$ cat src/include/acr_pkg.sv
// Functional notes
// RULE1 - Conversion timed internally, typically 0.70 us, never beyond 0.75 us.
// RULE2 - Acquisition completes within 150 ns before the next start is accepted.
// RULE3 - Conversion plus acquisition fits 800 ns, at least 1.25 Msps.
// RULE4 - Light shutdown keeps only logic and reference powered.
// RULE5 - Ready for conversion 200 ns after leaving light shutdown.
// RULE6 - Host waits 10 ms after deep shutdown before starting conversions.
// RULE7 - Shutdown while power_down_n low, operational while high. The code does not shut down in CONV or ACQ; it waits for them to end.
// RULE8 - light_vs_deep_select high picks light, low picks deep shutdown.
// RULE9 - Host sets the select level before lowering power_down_n.
// RULE10 - Low start input with chip select low begins a conversion.
// RULE11 - Start requests during a running conversion are ignored.
// RULE12 - Busy low for the whole conversion, high when complete.
// RULE13 - Chip select and read low keep data driven; valid at busy rise.
// RULE14 - Data outputs released except while read strobe is low.
// RULE15 - Slow memory: low strobe starts conversion, previous result shown meanwhile.
// RULE16 - Slow memory: new result presented before busy rises.
// RULE17 - Slow memory: host holds strobe low until busy rises, then reads.
// RULE18 - ROM mode: each strobe pulse reads previous result and starts a new one.
// RULE19 - Host should stall or isolate its bus during conversions.
// RULE20 - Result is 12-bit straight binary, one step per 1/4096 of full scale.
// RULE21 - Last result held unchanged until the next conversion completes.
package acr_pkg;
	localparam int        CLK_PERIOD_NS   = 8;
	localparam int        DATA_WIDTH      = 12;
	localparam int        CONV_TIME_NS    = 700;
	localparam int        ACQ_TIME_NS     = 150;
	localparam int        NAP_WAKE_NS     = 200;
	localparam int        SLEEP_WAKE_MS   = 10;
	// Typical conversion rounded down keeps it inside the 750 ns limit
	localparam int        CONV_CYCLES     = CONV_TIME_NS / CLK_PERIOD_NS;
	localparam int        THROUGHPUT_NS   = 800;
	localparam int        THROUGHPUT_CYC  = THROUGHPUT_NS / CLK_PERIOD_NS;
	// Acquisition spans the ACQ state plus the idle cycle that takes the next
	// start, so a full sample fits the throughput and stays under ACQ_TIME_NS
	localparam int        ACQ_CYCLES      = THROUGHPUT_CYC - CONV_CYCLES - 1;
	localparam int        NAP_WAKE_CYCLES = (NAP_WAKE_NS + CLK_PERIOD_NS - 1) / CLK_PERIOD_NS;
	localparam int        SLEEP_WAKE_CYC  = SLEEP_WAKE_MS * 1000000 / CLK_PERIOD_NS;
	localparam int        CNT_WIDTH       = 24;
	localparam logic [11:0] RESULT_RESET  = 12'h000;

	typedef enum logic [4:0] {
		ACR_OFF   = 5'h01,
		ACR_WAKE  = 5'h02,
		ACR_IDLE  = 5'h04,
		ACR_CONV  = 5'h08,
		ACR_ACQ   = 5'h10
	} acr_state_t;
endpackage : acr_pkg

$ cat src/include/acr_sample_if.sv
`timescale 1ns/100ps
interface acr_sample_if;
	logic                                   take;
	logic [acr_pkg::DATA_WIDTH-1:0]         sample;
	logic [acr_pkg::DATA_WIDTH-1:0]         result;
	modport ctrl (output take, output sample, input result);
	modport store (input take, input sample, output result);
endinterface : acr_sample_if

$ cat src/logic/acr_result_store.sv
`timescale 1ns/100ps
module acr_result_store (
	// Clock and reset
	input  wire logic  sys_clk,
	input  wire logic  reset_n,
	// Sample path
	acr_sample_if.store port
);
	always_ff @(posedge sys_clk or negedge reset_n) begin
		if (!reset_n) begin
			port.result <= acr_pkg::RESULT_RESET;
		end else if (port.take) begin
			port.result <= port.sample; // [RULE21]
		end
	end
endmodule : acr_result_store

$ cat src/logic/adc_conversion_read_control.sv
`timescale 1ns/100ps
module adc_conversion_read_control #(
	parameter int SLEEP_WAKE_CYCLES = acr_pkg::SLEEP_WAKE_CYC
) (
	// Clock and reset
	input  wire logic                         sys_clk,
	input  wire logic                         reset_n,
	// Host control pins
	input  wire logic                         conversion_start_n,
	input  wire logic                         chip_select_n,
	input  wire logic                         read_n,
	input  wire logic                         power_down_n,
	input  wire logic                         light_vs_deep_select,
	// Converter core
	input  wire logic [acr_pkg::DATA_WIDTH-1:0] core_code,
	output logic                              core_sample,
	output logic                              bias_enable,
	output logic                              reference_enable,
	// Status and data
	output logic                              busy_n,
	output logic [acr_pkg::DATA_WIDTH-1:0]    data_out,
	output logic                              data_oe
);
	// ****************************************
	// Pin synchronisers
	// ****************************************
	logic [4:0] pinMeta_reg;
	logic [4:0] pinSync_reg;
	logic       startPrev_reg;
	always_ff @(posedge sys_clk or negedge reset_n) begin
		if (!reset_n) begin
			pinMeta_reg <= 5'h1f;
			pinSync_reg <= 5'h1f;
		end else begin
			pinMeta_reg <= {conversion_start_n, chip_select_n, read_n,
				power_down_n, light_vs_deep_select};
			pinSync_reg <= pinMeta_reg;
		end
	end
	logic startN;
	logic csN;
	logic rdN;
	logic pdN;
	logic lightSel;
	assign startN   = pinSync_reg[4];
	assign csN      = pinSync_reg[3];
	assign rdN      = pinSync_reg[2];
	assign pdN      = pinSync_reg[1];
	assign lightSel = pinSync_reg[0];

	always_ff @(posedge sys_clk or negedge reset_n) begin
		if (!reset_n) begin
			startPrev_reg <= 1'b1;
		end else begin
			startPrev_reg <= startN;
		end
	end
	logic startFall;
	assign startFall = startPrev_reg && !startN && !csN; // [RULE10]

	// ****************************************
	// Sequencer
	// ****************************************
	acr_pkg::acr_state_t          state_reg;
	acr_pkg::acr_state_t          state_next;
	logic [acr_pkg::CNT_WIDTH-1:0] count_reg;
	logic [acr_pkg::CNT_WIDTH-1:0] count_next;
	logic                          lightMode_reg;
	logic                          take;

	typedef logic [acr_pkg::CNT_WIDTH-1:0] acr_count_t;

	// Bias stays on in every state but OFF, in light and deep shutdown alike
	function automatic logic acr_is_powered(input acr_pkg::acr_state_t s);
		acr_is_powered = (s != acr_pkg::ACR_OFF);
	endfunction : acr_is_powered

	// A conversion begins on the edge that moves the sequencer into CONV
	function automatic logic acr_enters_conv(input acr_pkg::acr_state_t cur,
		input acr_pkg::acr_state_t nxt);
		acr_enters_conv = (nxt == acr_pkg::ACR_CONV) && (cur != acr_pkg::ACR_CONV);
	endfunction : acr_enters_conv

	always_comb begin
		state_next = state_reg;
		count_next = count_reg;
		take       = 1'b0;
		case (state_reg)
			acr_pkg::ACR_OFF: begin
				if (pdN) begin
					state_next = acr_pkg::ACR_WAKE;
					// Deep shutdown must let the reference settle again
					count_next = lightMode_reg ? acr_count_t'(acr_pkg::NAP_WAKE_CYCLES - 1)
						: acr_count_t'(SLEEP_WAKE_CYCLES - 1); // [RULE5]
				end
			end
			acr_pkg::ACR_WAKE: begin
				if (!pdN) begin
					state_next = acr_pkg::ACR_OFF;
				end else if (count_reg == '0) begin
					state_next = acr_pkg::ACR_IDLE;
				end else begin
					count_next = count_reg - 1'b1;
				end
			end
			acr_pkg::ACR_IDLE: begin
				if (!pdN) begin
					state_next = acr_pkg::ACR_OFF; // [RULE7]
				end else if (startFall) begin
					state_next = acr_pkg::ACR_CONV;
					count_next = acr_count_t'(acr_pkg::CONV_CYCLES - 1); // [RULE1]
				end
			end
			acr_pkg::ACR_CONV: begin
				// Starts are not looked at here, so a second request is dropped
				if (count_reg == '0) begin // [RULE11]
					take       = 1'b1;
					state_next = acr_pkg::ACR_ACQ;
					count_next = acr_count_t'(acr_pkg::ACQ_CYCLES - 1); // [RULE2]
				end else begin
					count_next = count_reg - 1'b1;
				end
			end
			acr_pkg::ACR_ACQ: begin
				// Conversion, acquisition and the accepting idle cycle fill 800 ns
				if (count_reg == '0) begin // [RULE3]
					state_next = acr_pkg::ACR_IDLE;
				end else begin
					count_next = count_reg - 1'b1;
				end
			end
			default: begin
				state_next = acr_pkg::ACR_IDLE;
			end
		endcase
	end

	always_ff @(posedge sys_clk or negedge reset_n) begin
		if (!reset_n) begin
			state_reg <= acr_pkg::ACR_IDLE;
			count_reg <= '0;
		end else begin
			state_reg <= state_next;
			count_reg <= count_next;
		end
	end

	// Shutdown type follows the select pin until shutdown takes effect, then
	// stays frozen so a late select change cannot swap modes mid-shutdown
	logic lightMode_next;
	always_comb begin
		lightMode_next = lightMode_reg;
		if (acr_is_powered(state_reg)) begin
			lightMode_next = lightSel; // [RULE8] [RULE9]
		end
	end

	always_ff @(posedge sys_clk or negedge reset_n) begin
		if (!reset_n) begin
			lightMode_reg <= 1'b1;
		end else begin
			lightMode_reg <= lightMode_next;
		end
	end

	// ****************************************
	// Power controls
	// ****************************************
	always_ff @(posedge sys_clk or negedge reset_n) begin
		if (!reset_n) begin
			bias_enable      <= 1'b1;
			reference_enable <= 1'b1;
		end else begin
			bias_enable      <= acr_is_powered(state_next); // [RULE4]
			// Uses the type frozen on this same edge, so no one-cycle glitch
			reference_enable <= acr_is_powered(state_next) || lightMode_next; // [RULE4]
		end
	end

	// ****************************************
	// Result and data port
	// ****************************************
	acr_sample_if sampleBus ();
	assign sampleBus.take   = take;
	assign sampleBus.sample = core_code; // [RULE20]

	acr_result_store u_store (
		.sys_clk (sys_clk),
		.reset_n (reset_n),
		.port    (sampleBus)
	);

	// Result register loads on take, data_out follows one edge later and
	// busy_n rises one edge after that, so the new code already stands
	logic takeDly_reg;
	logic dataNew_reg;
	always_ff @(posedge sys_clk or negedge reset_n) begin
		if (!reset_n) begin
			takeDly_reg <= 1'b0;
			dataNew_reg <= 1'b0;
		end else begin
			takeDly_reg <= take;
			dataNew_reg <= takeDly_reg;
		end
	end

	always_ff @(posedge sys_clk or negedge reset_n) begin
		if (!reset_n) begin
			core_sample <= 1'b0;
		end else begin
			core_sample <= acr_enters_conv(state_reg, state_next); // [RULE10]
		end
	end

	always_ff @(posedge sys_clk or negedge reset_n) begin
		if (!reset_n) begin
			data_out <= acr_pkg::RESULT_RESET;
			data_oe  <= 1'b0;
		end else begin
			data_out <= sampleBus.result; // [RULE15] [RULE16] [RULE18]
			data_oe  <= !csN && !rdN; // [RULE13] [RULE14]
		end
	end

	always_ff @(posedge sys_clk or negedge reset_n) begin
		if (!reset_n) begin
			busy_n <= 1'b1;
		end else if (acr_enters_conv(state_reg, state_next)) begin
			busy_n <= 1'b0; // [RULE12]
		end else if (dataNew_reg) begin
			busy_n <= 1'b1; // [RULE12] [RULE16]
		end
	end
endmodule : adc_conversion_read_control

$ cat config.mk
export PLATFORM = sky130hd
export DESIGN_NAME = adc_conversion_read_control
export DESIGN_NICKNAME = d
export VERILOG_FILES = /design/src/include/acr_pkg.sv /design/src/include/acr_sample_if.sv /design/src/logic/acr_result_store.sv /design/src/logic/adc_conversion_read_control.sv
export SDC_FILE = /design/constraint.sdc
export NUM_CORES = 1
export LEC_CHECK = 0
export BUFFER_PORTS_ARGS = -buffer_cell sky130_fd_sc_hd__buf_2
export CAP_MARGIN = 5
export CORE_ASPECT_RATIO = 1.1
export CORE_UTILIZATION = 58
export CTS_BUF_LIST = sky130_fd_sc_hd__clkbuf_16
export DETAILED_ROUTE_END_ITERATION = 10
export PLACE_DENSITY = 0.82
export SKIP_CTS_REPAIR_TIMING = 1
export SLEW_MARGIN = 20
export SYNTH_ARGS = -nofsm -noshare
export SYNTH_HDL_FRONTEND = slang
export SYNTH_SLANG_ARGS = --single-unit
$ cat constraint.sdc
create_clock -name sys_clk -period 2.6 [get_ports sys_clk]
set_input_delay 0.26 -clock sys_clk [delete_from_list [all_inputs] [get_ports sys_clk]]
set_output_delay 0.26 -clock sys_clk [all_outputs]
set_load 0.005 [all_outputs]
==> impl_metrics.ini, run 1 <==
[global_route]
grt_pass1_wl_um = 11500
grt_pass1_vias = 2417
overflow = 0
grt_max_degree = 49
grt_use_met1_pct = 35.3
track_usage_pct = 26.7
grtUsageMet3_pct = 7.20
top_usage_layer = met2
grtUsageMet2_pct = 41.9
antenna_found_initial = 0

[sta]
fin_tns_setup_ns = 0
finalWorstPathRequiredPeriod_ns = 2.43
hold_slack_ns = -0.0470
slew_viol_final = 0
rsz0062_at_grt = false
tightestPinTransition_ns = 0.690
setup_viol = 0
slew_headroom_pct = 53.5
hold_viol_final = 20
clock.fmax_mhz = 411
min_period_over_period_pct = 93.6
final.setup_skew_ns = 0.00704

[outcome]
violations = hold timing
status = finished, violations left

[route]
wl_per_cell_um = 16.7
drtIter0Drc = 287
drt-pass1-iter-count = 5
vias = 2464
via_per_inst = 5.94
final_antenna_net_count = 0
routed_wl_um = 6920
post-route-drc-count = 0

[power]
internal_power_w = 0.00254
comb_power_share_pct = 33.6
finalPower_w = 0.00392
pwr_density_cell_nw_per_um2 = 1030
p_sw_w = 0.00138
power.share.clock_pct = 27.6
ir_drop_uv = 830
power_frac_seq_pct = 38.8
power.leakage_nw = 1.82
switching_share_pct = 35.1

[setup_path]
crit_path_cell_trace = nor4_1 > nand2_1 > or3_1 > o211a_1 > buf_4 > o21a_1 > o22a_2
max_stage_delay_ns = 0.50
critPathBufInv = 1
reg2reg_setup_slack_ns = 0.17
reg2regPathDepth = 7
r2r_end = count_reg[7]
cp.arrival_ns = 2.65
r2r_start = count_reg[7]
critPathLaunchType = flip-flop
cp_top_family = simple AND/OR/NAND/NOR gates
endpoint_kind = flip-flop
path_class = flip-flop to flip-flop
cp_max_fo = 10
cpMaxStageDelayCell = or3_1
critPathRequiredTime_ns = 2.82

[placement]
gpl.final_weighted_congestion = 0.861
dp_hpwl_um = 4400
port_buffers = 35

[synth]
yosys-top-cells-area = dfrtp_1 44%, dfstp_2 13%, mux2_2 5.0%
synth_most_common_cell = dfrtp_1
ys_warn_count = 0
synth-edff-count = 0
synthCells = 287
syn_nets = 307
netlist-cell-type-count = 51
syn-cell-area_um2 = 3160
synth.avg_cell_area_um2 = 11.0
synth_flop_cell = dfrtp_1
seq_area_frac_synth_pct = 57.6
yosys.area.top_type = dfrtp_1
synth_commonest_cells = 56 x dfrtp_1, 26 x nor2_1, 18 x nand2_1
ys_ff_latch = 72
yosysTopAreaCellShare_pct = 44.3
synthArstFlopShare_pct = 100

[final_layout]
nets = 358
syn_to_final_growth_pct = 20.3
diodes = 0
drive_above_1_share_pct = 32.7
largest_reg_flops = 24
fill_cells = 349

[clock_tree]
cts_buffer_depth = 2
cts-root-buf = clkbuf_16
cts.htree.levels = 3
path_clk_slew_ns = 0.06
cts_sinks = 72
clk_latency_ns = 0.33
cts_tree = done
cts_buffers = 9

[die]
die_y_um = 79.5
num_io_pins = 36
start_util_pct = 61.6
core_region_area_um2 = 5130
die_area_um2 = 5760
row_count = 27
fp.dieW_um = 72.4

[job]
maxCapViolCount = 0

[hold_path]
hold_path_class = primary input to async pin
-- cell usage in the layout, fill, tap and decap left out, drive strengths merged, types with 5 or more instances in the layout --
cell,count
buf,53
o21ai,15
dfstp,16
o21a,7
inv,8
o22a,5
nor4,7
o211ai,5
or3,7
nor2,26
nor3,17
clkinv,6
nand2,18
clkbuf,9
nand3,6
mux2,14
a21oi,16
nand2b,5
a21o,7
dfrtp,56
nor3b,5
-- worst register-to-register path, delay by kind of cell, from the launching register on --
family / cells / cell delay [ns]
buffers and inverters: 1 / 0.17
DFF: 1 / 0.43
AOI/OAI and AO/OA: 3 / 0.62
and+or+nand+nor: 3 / 1.10
-- kinds of logic after synthesis --
family          share of synthesized area [%]
mux                                      4.98
xor+xnor                                0.831
fa+ha+maj                               0.395
compound gates                           15.8
buf+inv                                  2.81
flops                                    57.6
simple gates                             17.6
-- routing by layer --
layer / vias up / wire length (um)
met1: 1208 / 2970
met2: 101 / 3410
met5: - / 0
li1: 1144 / -
met3: 11 / 418
met4: 0 / 120
-- worst max-delay path by stage --
stage | from | end | slack (ns) | depth (start not counted)
floorplan | count_reg[0] | count_reg[1] | 0.25 | 9
global placement | count_reg[7] | count_reg[13] | 0.19 | 6
detailed placement | count_reg[7] | count_reg[13] | 0.10 | 6
CTS | count_reg[7] | count_reg[13] | 0.07 | 6
global route | count_reg[7] | count_reg[7] | 0.04 | 7
finish | count_reg[7] | count_reg[7] | 0.17 | 7
-- layout make-up --
type / count / area (um^2) / area share, %
repair buffers: 53 / 323 / 8.48
well taps: 72 / 90.1 / 2.37
clock inverters: 7 / 40.0 / 1.05
flip-flops and latches: 72 / 1820 / 47.9
multi-input cells: 195 / 1280 / 33.6
clock buffers: 9 / 225 / 5.92
inverters: 7 / 26.3 / 0.690
-- power groups by stage --
stage          Combinational (W)  Clock, W  Sequential [W]
6_report                 0.00132   0.00108         0.00152
5_1_grt                  0.00144   0.00114         0.00154
4_1_cts                  0.00127   0.00109         0.00151
3_5_place_dp             0.00124         0         0.00152
3_3_place_gp             0.00121         0         0.00151
2_1_floorplan           0.000922         0         0.00144
-- per-stage QoR --
stage | hold WS, ns | std cells | worst slack, ns | utilization, % | area, um^2
2_1_floorplan | -0.0356 | 287 | 0.252 | - | 3160
3_3_place_gp | 0.303 | 399 | 0.189 | 68.5 | 3520
3_5_place_dp | 0.312 | 399 | 0.104 | 68.5 | 3520
4_1_cts | -0.0408 | 415 | 0.0715 | 73.7 | 3780
5_1_grt | 0.00376 | 415 | 0.0354 | 74.1 | 3810
6_report | -0.0470 | 415 | 0.167 | 74.1 | 3810
Note: power is estimated with default switching activity, not from simulation.
==> inputs of run 2 (changes only) <==
- PLACE_DENSITY: 0.82 -> 0.76
==> run 2 against run 1 <==
Against the previous run: the flow now finishes without violations; sequential power about the same; first-iteration DRC count is 40% lower; flip-flop and latch count is the same; critical path depth stayed put; critical path type unchanged; largest power group unchanged; highest routed layer unchanged.
==> impl_metrics.ini, run 2 (synthesis gave the netlist of run 1 again) <==
[hold_path]
hold_path_class = primary input to flip-flop

[setup_path]
cp.arrival_ns = 2.61
critPathLaunchType = flip-flop
cp_max_fo = 15
critPathRequiredTime_ns = 2.81
cpMostUsedCell = o21ai_0
max_stage_delay_ns = 0.46
path_class = flip-flop to flip-flop
crit_path_cell_trace = or3_1 > a21o_1 > o21ai_0 > o211a_4 > buf_4 > o21ai_0 > mux2_2
cpMaxStageDelayCell = dfrtp_1
endpoint_kind = flip-flop

[sta]
final.setup_skew_ns = 0.00306
hold_slack_ns = 0.0303
rsz0062_at_grt = true
min_period_over_period_pct = 92.2
tightestPinTransition_ns = 0.584
slew_headroom_pct = 60.7
slew_viol_final = 0
finalWorstSetupSlack_ns = 0.203
hold_viol_final = 0
finalWorstPathRequiredPeriod_ns = 2.40
fin_tns_setup_ns = 0
clock.fmax_mhz = 417
setup_viol = 0

[global_route]
overflow = 0
grt_pass1_wl_um = 10900
grt_pass1_vias = 2398
antenna_found_initial = 0
grt_max_degree = 73
track_usage_pct = 25.7

[power]
power_frac_seq_pct = 37.4
pwr_density_cell_nw_per_um2 = 1030
ir_drop_uv = 652
p_sw_w = 0.00135
power.leakage_nw = 1.85
comb_power_share_pct = 33.1
internal_power_w = 0.00263
power.share.clock_pct = 29.4
switching_share_pct = 33.8

[die]
die_y_um = 79.5
row_count = 27
die_area_um2 = 5760
start_util_pct = 61.6
num_io_pins = 36
core_region_area_um2 = 5130
fp.dieW_um = 72.4

[route]
drtIter0Drc = 172
met3_length_um = 404
wl_met1_um = 2710
via_per_inst = 5.71
vias = 2410
top_layer = met4
routed-wl-met2_um = 3310
routed_wl_um = 6510
post-route-drc-count = 0
final_antenna_net_count = 0
drt-pass1-iter-count = 4
wl_per_cell_um = 15.4

[final_layout]
final_common_cell = dfrtp_1
largest_reg_flops = 24
drive_above_1_share_pct = 34.3
layout.cells.most_common_list = 56 x dfrtp_1, 35 x buf_2, 26 x nor2_1, 23 x buf_4, 18 x nand2_1
syn_to_final_growth_pct = 22.5
nets = 365
diodes = 0
fin_util_pct = 75.5
stdcell_count = 422

[placement]
dp_hpwl_um = 4310
preCtsSetupSlack_ns = 0.0807
gpl.final_weighted_congestion = 0.882
port_buffers = 35
dp_cells = 402

[clock_tree]
cts-root-buf = clkbuf_16
cts_sinks = 72
path_clk_slew_ns = 0.06
cts.htree.levels = 3
cts_buffer_depth = 2
clk_latency_ns = 0.33
cts_buffers = 9
cts_tree = done

[outcome]
status = finished, final reports clean

[job]
maxCapViolCount = 0
run 2: metrics by stage:
step / instance area, um^2 / total power (W)
after floorplan: 3160 / 0.00237
after global placement: 3540 / 0.00274
after detailed placement: 3540 / 0.00278
after CTS: 3830 / 0.00396
after global routing: 3880 / 0.00422
final: 3880 / 0.00398
run 2: area by class of cell:
class | count | area [um^2]
sequential | 72 | 1820
multi-input combinational | 195 | 1270
fill | 367 | 1260
timing repair buffer | 60 | 378
clock buffer | 10 | 250
tap | 72 | 90.1
clock inverter | 6 | 41.3
inverter | 7 | 26.3
run 2: per-layer routing:
layer	global-route usage [%]	vias to the layer above
li1	-	1151
met4	12.2	0
met2	44.0	78
met5	0	-
met3	6.57	9
met1	29.9	1172
run 2: critical path, delay by kind of cell (launching register included):
kind | cells | cell delay (ns)
muxes | 1 | 0.27
buffers and inverters | 1 | 0.18
AOI/OAI and AO/OA | 4 | 0.98
and+or+nand+nor | 1 | 0.37
DFF | 1 | 0.46
run 2: worst paths after layout:
| check | startpoint | end | slack [ns] | cells after the start |
|---|---|---|---|---|
| worst max-delay path | state_reg[3] | count_reg[22] | 0.20 | 7 |
| worst min-delay path | light_vs_deep_select | pinMeta_reg[0] | 0.03 | 1 |
| worst max register to register | state_reg[3] | count_reg[22] | 0.20 | 7 |
| worst min register to register | takeDly_reg | dataNew_reg | 0.35 | 0 |
| max in group asynchronous | reset_n | pinMeta_reg[2] | 1.78 | 3 |
| min in group asynchronous | reset_n | core_sample | 0.47 | 3 |
run 2: power by group through the flow:
| stage | Sequential (W) | Combinational, W | Clock, W |
|---|---|---|---|
| global route | 0.00152 | 0.00147 | 0.00124 |
| global placement | 0.00149 | 0.00125 | 0 |
| finish | 0.00149 | 0.00132 | 0.00117 |
| CTS | 0.00148 | 0.00129 | 0.00119 |
| detailed placement | 0.00150 | 0.00128 | 0 |
| floorplan | 0.00144 | 0.000922 | 0 |
